`src/core/cmcg_pkg.sv`:
```
// Purpose: shared constants and types for the cpu module clock gating block
// Assumes: one 125 MHz core clock, plain register port with 32-bit data
// Notes:   offsets are byte addresses of 32-bit words
package cmcg_pkg;

  // register port geometry
  localparam int          ADDR_W            = 8;
  localparam int          DATA_W            = 32;

  // register offsets
  localparam logic [7:0]  OFS_MOD_CTRL      = 8'h00;  // cpu_module_control
  localparam logic [7:0]  OFS_XFER_CMD      = 8'h04;  // domain_transition_command
  localparam logic [7:0]  OFS_XFER_STAT     = 8'h08;  // domain_transition_status
  localparam logic [7:0]  OFS_MOD_STAT      = 8'h0c;  // cpu_module_status
  localparam logic [7:0]  OFS_PLL_CTRL      = 8'h10;
  localparam logic [7:0]  OFS_PLL_STAT      = 8'h14;

  // field positions
  localparam int          CTRL_FORCE_BIT    = 31;
  localparam int          NEXT_W            = 3;
  localparam int          CMD_GO_BIT        = 0;      // always_on_domain go
  localparam int          STAT_BUSY_BIT     = 0;      // domain_busy_bit
  localparam int          MSTAT_LRST_BIT    = 8;
  localparam int          MSTAT_STATE_W     = 6;
  localparam int          PLL_NUM           = 2;      // 0 main, 1 memory
  localparam int          PLL_FIELD_W       = 4;      // bits per pll in pll control
  localparam int          PLLF_BYPASS       = 0;
  localparam int          PLLF_PD           = 1;
  localparam int          PLLF_EXT_SRC      = 2;

  // reset values
  localparam logic [31:0] MOD_CTRL_RST      = 32'h0000_0000;
  localparam logic [7:0]  PLL_CTRL_RST      = 8'h00;

  // module states as seen in the next and state fields
  typedef enum logic [2:0] {
    MS_RESET_HELD_CLOCK_OFF = 3'h0,
    MS_RESET_HELD_CLOCK_ON  = 3'h1,
    MS_DISABLE              = 3'h2,
    MS_ENABLE               = 3'h3
  } cmcg_mstate_t;

  // state field base while a transition runs, keeps it inside 4h..3Fh
  localparam logic [5:0]  TRANS_CODE_BASE   = 6'h08;

  // transition sequencer, gray coded along the stop path
  typedef enum logic [2:0] {
    SQ_IDLE      = 3'b000,
    SQ_STOP_REQ  = 3'b001,
    SQ_BUS_DRAIN = 3'b011,
    SQ_APPLY     = 3'b010,
    SQ_WAKE_WAIT = 3'b110
  } cmcg_seq_t;

  // timing
  localparam int          CLK_PERIOD_NS     = 8;
  localparam int          PLL_LOCK_TIME_NS  = 100000;
  localparam int          PLL_LOCK_CYCLES   =
    (PLL_LOCK_TIME_NS + CLK_PERIOD_NS - 1) / CLK_PERIOD_NS;

  // register port request
  typedef struct packed {
    logic [ADDR_W-1:0] addr;
    logic [DATA_W-1:0] wdata;
    logic              wr;
    logic              rd;
  } cmcg_bus_req_t;

  // clock selection controls for one pll controller
  typedef struct packed {
    logic pd;          // pll powered down
    logic bypass;      // dividers fed from bypass clock
    logic ext_src;     // bypass clock from second_pll_third_output
  } cmcg_pll_out_t;

endpackage : cmcg_pkg

```
`src/core/cmcg_ctrl.sv`:
```
// Purpose: cpu local_module_controller with clock stop handshake and pll clock selection
// Assumes: core side inputs come from logic on core_clk, no synchronisers needed
// Notes:   clock gating is expressed as enables and mux selects for the clock cells
//
// The register offsets and the strobed register port were left to the implementer.
`timescale 1ns/100ps

module cmcg_ctrl
  #(
    parameter int LOCK_CYCLES = cmcg_pkg::PLL_LOCK_CYCLES
  )
  (
    // clock and reset
    input  wire logic                    core_clk,
    input  wire logic                    rst,
    // register port
    input  wire cmcg_pkg::cmcg_bus_req_t bus_req,
    output logic [cmcg_pkg::DATA_W-1:0]  bus_rdata,
    // processor core side
    input  wire logic                    cpu_bus_busy,
    input  wire logic                    cpu_wfi,
    input  wire logic                    cpu_irq,
    input  wire logic                    cpu_fiq,
    output logic                         cpu_clock_stop_request,
    output logic                         cpu_clk_en,
    output logic                         cpu_rst_n,
    // pll clock selection
    output cmcg_pkg::cmcg_pll_out_t      main_pll_sel,
    output cmcg_pkg::cmcg_pll_out_t      mem_pll_sel
  );

  import cmcg_pkg::*;

  localparam int LOCK_W = $clog2(LOCK_CYCLES + 1);

  // how a transition runs:
  // a go write is taken only while the sequencer is idle, with a legal next
  // code that differs from the current state; the target is latched then,
  // so software may rewrite the next field at once without harm.
  // a stop (clock-on state to clock-off state) first raises the stop
  // request and waits for the core to enter wait sleep; the core's routine
  // is trusted to drain its own masters, but the bus drain step still
  // checks for a live access, because gating mid-access can lose it.
  // an enable out of disable while the core sleeps waits in the wake wait
  // step with the clock still gated; the clock opens only when the wake
  // interrupt arrives, and the transition completes once that interrupt is seen.
  // force skips both handshakes but still waits for the bus drain; a
  // forced stop of a core that is mid-routine is the user's own risk.
  // limitation: a go that arrives while busy is silently dropped, there is
  // no error flag, so software must poll busy before every go.

  // true for the states in which the cpu clock runs
  function automatic logic clk_on_state(input logic [NEXT_W-1:0] st);
    clk_on_state = (st == MS_RESET_HELD_CLOCK_ON) || (st == MS_ENABLE);
  endfunction : clk_on_state

  // true for the states in which the cpu reset is held
  function automatic logic rst_held_state(input logic [NEXT_W-1:0] st);
    rst_held_state = (st == MS_RESET_HELD_CLOCK_OFF) || (st == MS_RESET_HELD_CLOCK_ON);
  endfunction : rst_held_state

  logic [31:0]                  mod_ctrl_reg;
  logic [PLL_NUM*PLL_FIELD_W-1:0] pll_ctrl_reg;
  cmcg_seq_t                    seq_reg;
  cmcg_seq_t                    seq_next;
  logic [NEXT_W-1:0]            cur_reg;
  logic [NEXT_W-1:0]            target_reg;
  logic                         sleeping_reg;
  logic                         stop_req_reg;
  logic                         clk_en_reg;
  logic                         rst_n_reg;
  logic [DATA_W-1:0]            rdata_reg;
  logic [PLL_NUM-1:0]           locked;
  cmcg_pll_out_t                pll_sel_reg [PLL_NUM];

  logic                         go_pulse;
  logic [NEXT_W-1:0]            next_field;
  logic                         force_on;
  logic                         wake;
  logic                         busy;
  logic [MSTAT_STATE_W-1:0]     state_code;

  // decoded register strobes and fields
  assign go_pulse   = bus_req.wr && (bus_req.addr == OFS_XFER_CMD) && bus_req.wdata[CMD_GO_BIT];
  assign next_field = mod_ctrl_reg[NEXT_W-1:0];
  assign force_on   = mod_ctrl_reg[CTRL_FORCE_BIT];
  assign wake       = cpu_irq || cpu_fiq;
  assign busy       = (seq_reg != SQ_IDLE);

  // state field shows the settled state or a transition code
  assign state_code = busy ? (TRANS_CODE_BASE | {3'b000, seq_reg})
                           : {3'b000, cur_reg};

  // module control register, only next and force bits are kept
  always_ff @(posedge core_clk)
  begin
    if (rst)
      mod_ctrl_reg <= MOD_CTRL_RST;
    else if (bus_req.wr && (bus_req.addr == OFS_MOD_CTRL))
    begin
      mod_ctrl_reg                 <= '0;
      mod_ctrl_reg[CTRL_FORCE_BIT] <= bus_req.wdata[CTRL_FORCE_BIT];
      mod_ctrl_reg[NEXT_W-1:0]     <= bus_req.wdata[NEXT_W-1:0];
    end
  end

  // pll control register
  always_ff @(posedge core_clk)
  begin
    if (rst)
      pll_ctrl_reg <= PLL_CTRL_RST;
    else if (bus_req.wr && (bus_req.addr == OFS_PLL_CTRL))
      pll_ctrl_reg <= bus_req.wdata[PLL_NUM*PLL_FIELD_W-1:0];
  end

  // next step of the transition sequencer
  always_comb
  begin
    seq_next = seq_reg;
    case (seq_reg)
      SQ_IDLE:
      begin
        // a go with nothing to change, or a code above enable, is dropped
        if (go_pulse && (next_field <= MS_ENABLE) && (next_field != cur_reg))
        begin
          if (force_on)
            seq_next = SQ_BUS_DRAIN;
          else if (clk_on_state(cur_reg) && !clk_on_state(next_field))
            seq_next = SQ_STOP_REQ;
          else if ((cur_reg == MS_DISABLE) && clk_on_state(next_field) && sleeping_reg)
            seq_next = SQ_WAKE_WAIT;
          else
            seq_next = SQ_BUS_DRAIN;
        end
      end
      SQ_STOP_REQ:
      begin
        if (cpu_wfi)
          seq_next = SQ_BUS_DRAIN;
      end
      SQ_BUS_DRAIN:
      begin
        if (!cpu_bus_busy)
          seq_next = SQ_APPLY;
      end
      SQ_WAKE_WAIT:
      begin
        if (wake)
          seq_next = SQ_APPLY;
      end
      SQ_APPLY:
        seq_next = SQ_IDLE;
      default:
        seq_next = SQ_IDLE;
    endcase
  end

  // sequencer state and the latched target
  always_ff @(posedge core_clk)
  begin
    if (rst)
    begin
      seq_reg    <= SQ_IDLE;
      target_reg <= MS_RESET_HELD_CLOCK_OFF;
    end
    else
    begin
      seq_reg <= seq_next;
      if ((seq_reg == SQ_IDLE) && (seq_next != SQ_IDLE))
        target_reg <= next_field;  // later writes to next do not disturb a running transition
    end
  end

  // current module state, changes only at the apply step
  always_ff @(posedge core_clk)
  begin
    if (rst)
      cur_reg <= MS_RESET_HELD_CLOCK_OFF;
    else if (seq_reg == SQ_APPLY)
      cur_reg <= target_reg;
  end

  // stop request line to the cpu interrupt controller, held until sleep
  always_ff @(posedge core_clk)
  begin
    if (rst)
      stop_req_reg <= 1'b0;
    else
      stop_req_reg <= (seq_next == SQ_STOP_REQ);
  end

  // wait sleep tracking; entry wins over a wake in the same cycle,
  // a level interrupt still held clears it one cycle later
  always_ff @(posedge core_clk)
  begin
    if (rst)
      sleeping_reg <= 1'b0;
    else if (cpu_wfi)
      sleeping_reg <= 1'b1;
    else if (wake)
      sleeping_reg <= 1'b0;
  end

  // cpu clock enable: off in clock-off states (save the wake wait step once a wake arrives) and while asleep, and
  // only a gate, so flops inside keep their values across the stop
  always_ff @(posedge core_clk)
  begin
    if (rst)
      clk_en_reg <= 1'b0;
    else
      clk_en_reg <= (clk_on_state(cur_reg) || (seq_reg == SQ_WAKE_WAIT))
                    && !(sleeping_reg && !wake);
  end

  // cpu reset: released in disable so that state survives the stop
  always_ff @(posedge core_clk)
  begin
    if (rst)
      rst_n_reg <= 1'b0;
    else
      rst_n_reg <= !rst_held_state(cur_reg);
  end

  // per pll lock timer and clock selection
  // the timer stands in for the analog lock detector: it reloads while the
  // pll is powered down and counts down once power returns. bypass alone
  // never touches it, so leaving bypass is immediate while lock is held.
  // trade-off: a fixed count is pessimistic against a real detector, but
  // it cannot report lock early, which would feed the dividers a bad clock.
  // the memory pll keeps its source bit forced low, whatever software
  // writes, since its bypass clock has no second source to choose.
  genvar g;
  generate
    for (g = 0; g < PLL_NUM; g = g + 1)
    begin : g_pll
      logic [LOCK_W-1:0] lock_cnt_reg;
      logic              pd_bit;
      logic              bypass_bit;
      logic              ext_bit;

      assign pd_bit     = pll_ctrl_reg[g*PLL_FIELD_W + PLLF_PD];
      assign bypass_bit = pll_ctrl_reg[g*PLL_FIELD_W + PLLF_BYPASS];
      // memory pll has no source choice
      assign ext_bit    = (g == 0) ? pll_ctrl_reg[g*PLL_FIELD_W + PLLF_EXT_SRC] : 1'b0;

      // lock timer restarts only on power down, bypass leaves it alone
      always_ff @(posedge core_clk)
      begin
        if (rst)
          lock_cnt_reg <= LOCK_W'(LOCK_CYCLES);
        else if (pd_bit)
          lock_cnt_reg <= LOCK_W'(LOCK_CYCLES);
        else if (lock_cnt_reg != '0)
          lock_cnt_reg <= lock_cnt_reg - 1'b1;
      end

      assign locked[g] = (lock_cnt_reg == '0);

      // bypass is forced until lock, so an early switch back is harmless
      always_ff @(posedge core_clk)
      begin
        if (rst)
        begin
          pll_sel_reg[g].pd      <= 1'b0;
          pll_sel_reg[g].bypass  <= 1'b1;
          pll_sel_reg[g].ext_src <= 1'b0;
        end
        else
        begin
          pll_sel_reg[g].pd      <= pd_bit;
          pll_sel_reg[g].bypass  <= bypass_bit || pd_bit || !locked[g];
          pll_sel_reg[g].ext_src <= ext_bit;
        end
      end
    end
  endgenerate

  // read data, valid only in the cycle after the read strobe
  // the word is zeroed in every other cycle, so a master that samples late
  // sees zero rather than stale status; the module status word carries the
  // core reset level beside the state field, so software can see that a
  // disable kept the reset released.
  // the command word is write only: reading it returns zero, so a go is
  // never echoed back and mistaken for a pending transition.
  always_ff @(posedge core_clk)
  begin
    if (rst)
      rdata_reg <= '0;
    else if (bus_req.rd)
    begin
      rdata_reg <= '0;
      case (bus_req.addr)
        OFS_MOD_CTRL:
          rdata_reg <= mod_ctrl_reg;
        OFS_XFER_STAT:
          rdata_reg[STAT_BUSY_BIT] <= busy;
        OFS_MOD_STAT:
        begin
          rdata_reg[MSTAT_STATE_W-1:0] <= state_code;
          rdata_reg[MSTAT_LRST_BIT]    <= rst_n_reg;
        end
        OFS_PLL_CTRL:
          rdata_reg[PLL_NUM*PLL_FIELD_W-1:0] <= pll_ctrl_reg;
        OFS_PLL_STAT:
          rdata_reg[PLL_NUM-1:0] <= locked;
        default:
          rdata_reg <= '0;  // command register and unmapped words read zero
      endcase
    end
    else
      rdata_reg <= '0;
  end

  // outputs straight from flops
  assign bus_rdata              = rdata_reg;
  assign cpu_clock_stop_request = stop_req_reg;
  assign cpu_clk_en             = clk_en_reg;
  assign cpu_rst_n              = rst_n_reg;
  assign main_pll_sel           = pll_sel_reg[0];
  assign mem_pll_sel            = pll_sel_reg[1];

endmodule : cmcg_ctrl

```
`config.mk`:
```
export PLATFORM = sky130hd
export DESIGN_NAME = cmcg_ctrl
export DESIGN_NICKNAME = d
export VERILOG_FILES = /design/src/core/cmcg_pkg.sv /design/src/core/cmcg_ctrl.sv
export SDC_FILE = /design/constraint.sdc
export NUM_CORES = 1
export LEC_CHECK = 0
export ABC_AREA = 1
export BUFFER_PORTS_ARGS = -buffer_cell sky130_fd_sc_hd__buf_2
export CAP_MARGIN = 15
export CORE_AREA = 2 2 82 84
export CTS_CLUSTER_SIZE = 30
export DETAILED_ROUTE_END_ITERATION = 16
export DIE_AREA = 0 0 84 86
export PLACE_DENSITY = 0.78
export SETUP_SLACK_MARGIN = 0.2
export SYNTH_ARGS = -nofsm -noshare
export SYNTH_HDL_FRONTEND = slang
export SYNTH_SLANG_ARGS = --single-unit
```
`constraint.sdc`:
```
create_clock -name core_clk -period 2 [get_ports core_clk]
set_input_delay 0.4 -clock core_clk [delete_from_list [all_inputs] [get_ports core_clk]]
set_output_delay 0.4 -clock core_clk [all_outputs]
set_load 0.1 [all_outputs]
```
==> results of run 1 <==
## per-stage QoR
stage          power, W  instances  instance area (um2)
2_1_floorplan   0.00182        465                 3270
3_3_place_gp    0.00184        558                 3400
3_5_place_dp    0.00184        558                 3400
4_1_cts         0.00323        574                 3650
5_1_grt         0.00332        575                 3660
6_report        0.00321        575                 3660
## layout make-up
type / instances / share of cell area, %
clock inverter: 6 / 3.04
tap: 77 / 2.63
clock buffer: 10 / 3.76
inverter: 55 / 5.63
multi-input combinational: 314 / 41.4
timing repair buffer: 45 / 6.35
sequential: 68 / 37.1
## what timing repair did
item                                    CTS  global route
hold buffers                              0             0
buffers inserted                          0             1
endpoints found under the setup margin    0             2
resized for setup                         0             1
## worst max-delay path: stages (launching register included)
cell and delay (ps):
dfxtp_1 310, inv_1 110, ha_1 220, nand2_1 130
nor2_2 240, nand3_4 150, o21ai_0 200, nor2_1 60
nor2_1 150
## worst paths after layout
kind | endpoint | slack, ps | cells after the start
max | bus_rdata[1]$_SDFF_PP0_ | 340 | 8
min | sleeping_reg$_SDFFE_PP0P_ | 290 | 3
max reg2reg | bus_rdata[1]$_SDFF_PP0_ | 340 | 8
min reg2reg | bus_rdata[7]$_SDFF_PP0_ | 440 | 2
## Yosys cell counts
cell	instances	area, um2
nor3_1	7	35.0
inv_2	4	15.0
nand3_1	22	110
nand2_1	83	312
nor4_1	2	12.5
ha_1	2	25.0
nor2_4	3	33.8
nand2_2	3	18.8
a31oi_1	1	6.26
conb_1	1	3.75
nand4_4	1	21.3
buf_4	23	173
clkbuf_1	3	11.3
nor2_2	7	43.8
buf_2	2	10.0
or2_0	1	6.26
nand3_2	1	10.0
dfxtp_1	68	1360
nor2_1	74	278
o211ai_1	1	7.51
inv_1	51	191
nand4_1	6	37.5
xor2_1	12	105
o21bai_1	2	15.0
a21oi_1	24	120
o21a_1	1	7.51
o21ai_1	2	10.0
o21ai_0	28	140
xnor2_1	8	70.1
## placed cells by master, fill, tap and decap left out, types with 3 or more instances in the layout
master,netlist,final
a21oi_1,24,24
buf_2,2,42
buf_4,23,3
bufinv_16,0,3
clkbuf_8,0,10
conb_1,1,23
dfxtp_1,68,68
inv_1,51,51
inv_2,4,4
nand2_1,83,83
nand2_2,3,3
nand3_1,22,22
nand4_1,6,6
nor2_1,74,74
nor2_2,7,7
nor2_4,3,3
nor3_1,7,7
o21ai_0,28,28
xnor2_1,8,8
xor2_1,12,12
## logic make-up (layout without fill, tap and decap cells)
logic type / after synthesis / in the layout / synth area share (%)
compound gates: 59 / 59 / 9.61
xor+xnor: 20 / 20 / 5.49
fa+ha+maj: 2 / 2 / 0.784
buf+inv: 83 / 116 / 12.5
flops: 68 / 68 / 42.7
other cells: 1 / 23 / 0.118
simple gates: 210 / 210 / 28.8
## per-layer routing
layer  track usage (%)  wire length (um)  share of wire [%]  vias up
met4              7.48               131                2.0        0
met5                 0                 0                  0        -
met1              20.9              2840                 43     1262
met2              33.7              3270                 50       69
met3              6.93               351                5.3       17
li1                  -                 -                  -     1450
## where the power goes
group	switching (W)	internal, W	leakage, nW	total, W
clock	0.000537	0.000862	0.122	0.00140
sequential	0.0000308	0.00139	0.551	0.00142
combinational	0.000311	0.0000862	0.982	0.000397
total	0.000879	0.00233	1.65	0.00321
==> impl_metrics.tcl, run 1 <==
set metrics [dict create \
    timing.critical_path.arrival_ps 1930 \
    num_antenna_cells 0 \
    cts_tree "done" \
    grt_first_pass_wirelength_um 11100 \
    vdd.ir_drop.worst_mv 0.884 \
    register_area_mm2 0.00136 \
    nNetsFinal 543 \
    area_growth_pct 14.9 \
    grt_max_degree 20 \
    synth-seq-area-share_pct 42.7 \
    totalNegativeSetupSlack_ps 0 \
    start_util_pct 50.8 \
    grt_setup_unrepaired "yes" \
    via_per_inst 4.87 \
    path_class "reg -> reg" \
    routed_wire_length_per_instance_um 11.5 \
    clock-sinks 68 \
    clk_pin_slew_ps 80 \
    preCtsSetupSlack_ps 355 \
    share_of_layout_cells_above_drive_strength_1_pct 16.1 \
    finish.utilization_pct 58.4 \
    synth.avg_cell_area_um2 7.20 \
    synth-seq-cells 68 \
    gp_routability_congestion 0.911 \
    row_count 29 \
    core_area_mm2 0.00628 \
    first_iteration_detailed_routing_drc_count 161 \
    maxCapViolCount 0 \
    ioPinCount 89 \
    worst_clock_skew_ps 11.0 \
    detail_route.drc_violations 0 \
    grt_antenna_before_repair 0 \
    multi_input_comb_area_mm2 0.00152 \
    final.fill_count 580 \
    final_period_util_pct 83.0 \
    cts.root.buffer_cell "clkbuf_8" \
    die_h_um 86 \
    crit_path_start_kind "register" \
    timing.fmax_mhz 603 \
    grt_overflow 0 \
    p_leak_nw 1.65 \
    worst_ep_required_time_ps 2270 \
    floorplan.die_area_mm2 0.00722 \
    number_of_buffers_inserted_during_clock_tree_synthesis 9 \
    setup_viol_count_final 0 \
    worstReg2RegStart "g_pll[1].lock_cnt_reg[0]$_SDFFE_PP0P_" \
    detail_route.wirelength_um 6590 \
    die-width_um 84 \
    place.port_buffers 42 \
    syn_inst 443 \
    grt.total_usage_pct 19.1 \
    grt_pass1_vias 2637 \
    outcome "finished clean" \
    clk_latency_worst_skew_pair_ps 350 \
    drt.antenna.violating_nets 0 \
    largest_register_ffs 28 \
    worstSetupEndpointType "register" \
    firstDrtPassIters 4 \
    deepest_level_of_the_cts_h_tree 3 \
    cts_buffer_depth 2 \
    synth_warnings 0 \
    hold_path.class "in -> reg" \
    number_of_distinct_library_cells_after_synthesis 29 \
    max_slew_violations 0 \
    finalHoldViolations 0 \
    vias 2798 \
    hold_start "cpu_wfi" \
    timing.critical_path.from "g_pll[1].lock_cnt_reg[0]$_SDFFE_PP0P_" \
    critPathMaxFanout 7 \
    dp_hpwl_um 4940 \
    post-route-worst-setup-slack_ps 341 \
    fin_hold_ws_ps 291 \
    mapped_cell_area_mm2 0.00319 \
    power_density_mw_per_mm2 877 \
    timing.final.crit_period_ps 1660 \
]
(Power assumes the default switching activity.)
==> inputs of run 2 (changes only) <==
==> constraint.sdc (replaced) <==
create_clock -name core_clk -period 1.7 [get_ports core_clk]
set_input_delay 0.34 -clock core_clk [delete_from_list [all_inputs] [get_ports core_clk]]
set_output_delay 0.34 -clock core_clk [all_outputs]
set_load 0.1 [all_outputs]
==> impl_metrics.tcl, run 2 (synthesized netlist as in run 1, its figures left out) <==
set metrics [dict create \
    clk_pin_slew_ps 80 \
    drt.antenna.violating_nets 0 \
    start_util_pct 50.8 \
    num_antenna_cells 0 \
    worst_ep_required_time_ps 1360 \
    grt_pass1_vias 2675 \
    deepest_level_of_the_cts_h_tree 3 \
    post-route-worst-setup-slack_ps 235 \
    holdBufCountCts 0 \
    cp_slowest_stage_delay_ps 430 \
    critPathMaxFanout 1 \
    die_h_um 86 \
    swShare_pct 29.6 \
    timing.fmax_mhz 683 \
    timing.critical_path.arrival_ps 1120 \
    number_of_buffers_inserted_during_clock_tree_synthesis 9 \
    power_density_mw_per_mm2 980 \
    grt_setup_unrepaired "yes" \
    finalHoldViolations 0 \
    path_class "reg -> out" \
    floorplan.die_area_mm2 0.00722 \
    switch_pwr_w 0.00109 \
    final_period_util_pct 86.2 \
    multi_input_comb_area_mm2 0.00155 \
    timing.final.crit_period_ps 1460 \
    detail_route.drc_violations 0 \
    outcome "finished clean" \
    power.share.clock_pct 41.0 \
    totalNegativeSetupSlack_ps 0 \
    routed_wire_length_per_instance_um 11.9 \
    grt_antenna_before_repair 0 \
    via_per_inst 4.82 \
    vias 2813 \
    dp_hpwl_um 4970 \
    hold_path.class "in -> reg" \
    grt.total_usage_pct 19.5 \
    area_growth_pct 17.4 \
    detail_route.wirelength_um 6960 \
    internal_power_w 0.00258 \
    cts_buffer_depth 2 \
    maxCapViolCount 0 \
    clk_latency_worst_skew_pair_ps 360 \
    worst_clock_skew_ps 6.19 \
    power.share.sequential_pct 45.4 \
    worstSetupEndpointType "output pin" \
    firstDrtPassIters 4 \
    nNetsFinal 552 \
    layout.cells.most_common "nand2_1" \
    ioPinCount 89 \
    layout_common_cells "nand2_1 (83), nor2_1 (73), dfxtp_1 (68)" \
    pwr-share-comb_pct 13.6 \
    grt_first_pass_wirelength_um 11400 \
    setup_viol_count_final 0 \
    preCtsSetupSlack_ps 148 \
    cts_tree "done" \
    clock-sinks 68 \
    critical_path.slowest_cell "buf_2" \
    total_power_w 0.00367 \
    core_area_mm2 0.00628 \
    row_count 29 \
    gp_routability_congestion 0.881 \
    die-width_um 84 \
    vdd.ir_drop.worst_mv 0.796 \
    cts.root.buffer_cell "clkbuf_8" \
    grt_overflow 0 \
    finish.utilization_pct 59.7 \
    cp_num_buf_inv 1 \
    place.port_buffers 42 \
    largest_register_ffs 28 \
    first_iteration_detailed_routing_drc_count 147 \
    largest_delay_contributor_family_on_the_critical_path "buffers and inverters" \
    register_area_mm2 0.00136 \
    crit_path_start_kind "register" \
    max_slew_violations 0 \
    grt_max_degree 20 \
    crit_chain "buf_2" \
    share_of_layout_cells_above_drive_strength_1_pct 18.7 \
    p_leak_nw 1.70 \
    final.fill_count 573 \
]
## run 2: cell types whose count changed in the layout (fill, tap and decap cells not counted), moves of 2 or more
| cell | change |
|---|---|
| inv_2 | +2 |
| buf_2 | -2 |
| inv_1 | -2 |
| buf_4 | +9 |
| clkinv_4 | +2 |
| ha_1 | -2 |
| clkbuf_4 | +2 |
## run 2: per-stage QoR
step | hold slack [ps] | instance area [um2] | cells
floorplan | 416 | 3270 | 465
global placement | 422 | 3450 | 565
detailed placement | 427 | 3450 | 565
CTS | 229 | 3690 | 581
global route | 245 | 3740 | 584
finish | 229 | 3740 | 584
## run 2: final cells by class
class / instances / share of cell area (%)
Clock buffer: 9 / 3.31
Clock inverter: 7 / 2.67
Inverter: 55 / 5.51
Multi-Input combinational cell: 314 / 41.4
Sequential cell: 68 / 36.4
Tap cell: 77 / 2.57
Timing Repair Buffer: 54 / 8.15
## run 2: per-layer routing
metal	global-route usage, %	routed length [um]	vias up
met5	0	0	-
met4	8.36	119	0
met3	4.23	226	9
met2	34.5	3550	49
met1	22.8	3070	1287
li1	-	-	1468
## run 2: power groups by stage
stage,Sequential [W],Combinational [W],Clock (W)
5_1_grt,0.00167,0.000534,0.00159
6_report,0.00167,0.000499,0.00150
2_1_floorplan,0.00170,0.000442,0
3_5_place_dp,0.00170,0.000477,0
3_3_place_gp,0.00170,0.000471,0
4_1_cts,0.00167,0.000487,0.00152
## run 2: path summary, 6_finish.rpt
| check | to | slack [ps] | depth (start not counted) | startpoint |
|---|---|---|---|---|
| setup / recovery | bus_rdata[8] | 240 | 1 | bus_rdata[8]$_SDFF_PP0_ |
| hold / removal | sleeping_reg$_SDFFE_PP0P_ | 230 | 3 | cpu_wfi |
| setup reg to reg | pll_sel_reg[1][1]$_DFF_P_ | 250 | 6 | g_pll[1].lock_cnt_reg[0]$_SDFFE_PP0P_ |
| hold reg to reg | bus_rdata[7]$_SDFF_PP0_ | 440 | 2 | pll_ctrl_reg[7]$_SDFFE_PP0P_ |
## run 2: what timing repair did
action,in CTS,in global routing
hold endpoints to repair,0,0
endpoints found under the setup margin,2,23
pin swaps,2,3
buffers inserted,0,3
gates resized for setup,2,10
==> inputs of run 3 (changes only) <==
--- a/config.mk
+++ b/config.mk
@@ -13,6 +13,7 @@
 export DETAILED_ROUTE_END_ITERATION = 16
 export DIE_AREA = 0 0 84 86
 export PLACE_DENSITY = 0.78
+export REMOVE_ABC_BUFFERS = 1
 export SETUP_SLACK_MARGIN = 0.2
 export SYNTH_ARGS = -nofsm -noshare
 export SYNTH_HDL_FRONTEND = slang
==> impl_metrics.tcl, run 3 (synthesized netlist as in run 1, its figures left out) <==
set metrics [dict create \
    gp_routability_congestion 0.947 \
    drt.antenna.violating_nets 0 \
    timing.fmax_mhz 684 \
    timing.critical_path.arrival_ps 1120 \
    grt_antenna_before_repair 0 \
    dp_hpwl_um 4950 \
    cts_buffer_depth 2 \
    grt_pass1_vias 2611 \
    share_of_layout_cells_above_drive_strength_1_pct 18.9 \
    largest_register_ffs 28 \
    path_class "reg -> out" \
    vias 2829 \
    cts.root.buffer_cell "clkbuf_8" \
    grt_first_pass_wirelength_um 11500 \
    grt_overflow 0 \
    via_per_inst 4.84 \
    hold_path.class "in -> reg" \
    totalNegativeSetupSlack_ps 0 \
    clk_pin_slew_ps 70 \
    grt_max_degree 20 \
    outcome "finished clean" \
    vdd.ir_drop.worst_mv 0.711 \
    nNetsFinal 552 \
    critical_path.slowest_cell "buf_2" \
    finalHoldViolations 0 \
    area_growth_pct 19.7 \
    cp_num_buf_inv 1 \
    grt_setup_unrepaired "no" \
    fin_hold_ws_ps 238 \
    fraction_of_met3_tracks_used_by_global_routing_pct 4.33 \
    setup_viol_count_final 0 \
    post-route-worst-setup-slack_ps 239 \
    first_iteration_detailed_routing_drc_count 199 \
    start_util_pct 50.8 \
    worst_ep_required_time_ps 1360 \
    worst_clock_skew_ps 8.72 \
    total_placed_instance_area_mm2 0.00345 \
    firstDrtPassIters 4 \
    largest_delay_contributor_family_on_the_critical_path "buffers and inverters" \
    cp_slowest_stage_delay_ps 430 \
    critPathMaxFanout 1 \
    multi_input_comb_area_mm2 0.00156 \
    floorplan.die_area_mm2 0.00722 \
    crit_path_start_kind "register" \
    final_period_util_pct 86.0 \
    postLayoutCellArea_mm2 0.00382 \
    maxCapViolCount 0 \
    num_antenna_cells 0 \
    die_h_um 86 \
    preCtsSetupSlack_ps 176 \
    global_route.peak_usage_layer "met2" \
    number_of_buffers_inserted_during_clock_tree_synthesis 9 \
    ioPinCount 89 \
    deepest_level_of_the_cts_h_tree 3 \
    layout_common_cells "nand2_1 (83), nor2_1 (72), dfxtp_1 (68)" \
    worstSetupEndpointType "output pin" \
    timing.final.crit_period_ps 1460 \
    max_slew_violations 0 \
    final.fill_count 544 \
    register_area_mm2 0.00136 \
    grt_util_met1_pct 23.7 \
    cts_tree "done" \
    crit_chain "buf_2" \
    grt_use_met2_pct 34.8 \
    power_density_mw_per_mm2 1080 \
    grt.total_usage_pct 20.2 \
    detail_route.wirelength_um 6940 \
    routed_wire_length_per_instance_um 11.9 \
    clk_latency_worst_skew_pair_ps 360 \
    die-width_um 84 \
    place.port_buffers 42 \
    clock-sinks 68 \
    detail_route.drc_violations 0 \
    holdBufCountCts 0 \
    layout.cells.most_common "nand2_1" \
    row_count 29 \
    core_area_mm2 0.00628 \
    p_leak_nw 1.73 \
]
## run 3: layer usage
layer  vias up  wire (um)
li1       1466          -
met1      1275       3100
met2        74       3390
met3        14        300
met4         0        149
met5         -          0
## run 3: power by group
group	internal (W)	switching [W]
Clock	0.00131	0.000652
Sequential	0.00163	0.0000370
Combinational	0.000117	0.000377
Total	0.00306	0.00107
## run 3: final cells by class
type	count	area share, %
Clock buffer	10	3.60
Clock inverter	6	4.16
Inverter	55	5.41
Multi-Input combinational cell	314	40.7
Sequential cell	68	35.6
Tap cell	77	2.52
Timing Repair Buffer	54	7.93
## run 3: what timing repair did
item,in CTS,in global routing
gates cloned,0,0
buffers inserted,0,3
setup endpoints to repair,1,29
pin swaps,0,2
gates resized for setup,1,11
## run 3: path summary, 6_finish.rpt
kind	cells after the start	endpoint	startpoint	slack [ps]
min reg2reg	2	bus_rdata[7]$_SDFF_PP0_	pll_ctrl_reg[7]$_SDFFE_PP0P_	440
max	1	bus_rdata[1]	bus_rdata[1]$_SDFF_PP0_	240
min	3	sleeping_reg$_SDFFE_PP0P_	cpu_wfi	240
max reg2reg	9	cpu_clock_stop_request$_SDFF_PP0_	seq_reg[1]$_SDFF_PP0_	320
## run 3: metrics by stage
stage                     utilization [%]  total power, W  std cells
final                                60.8         0.00413        584
after global routing                 60.8         0.00428        584
after CTS                            59.8         0.00413        581
after detailed placement             55.0         0.00218        565
after global placement               55.0         0.00217        565
after floorplan                         -         0.00209        437
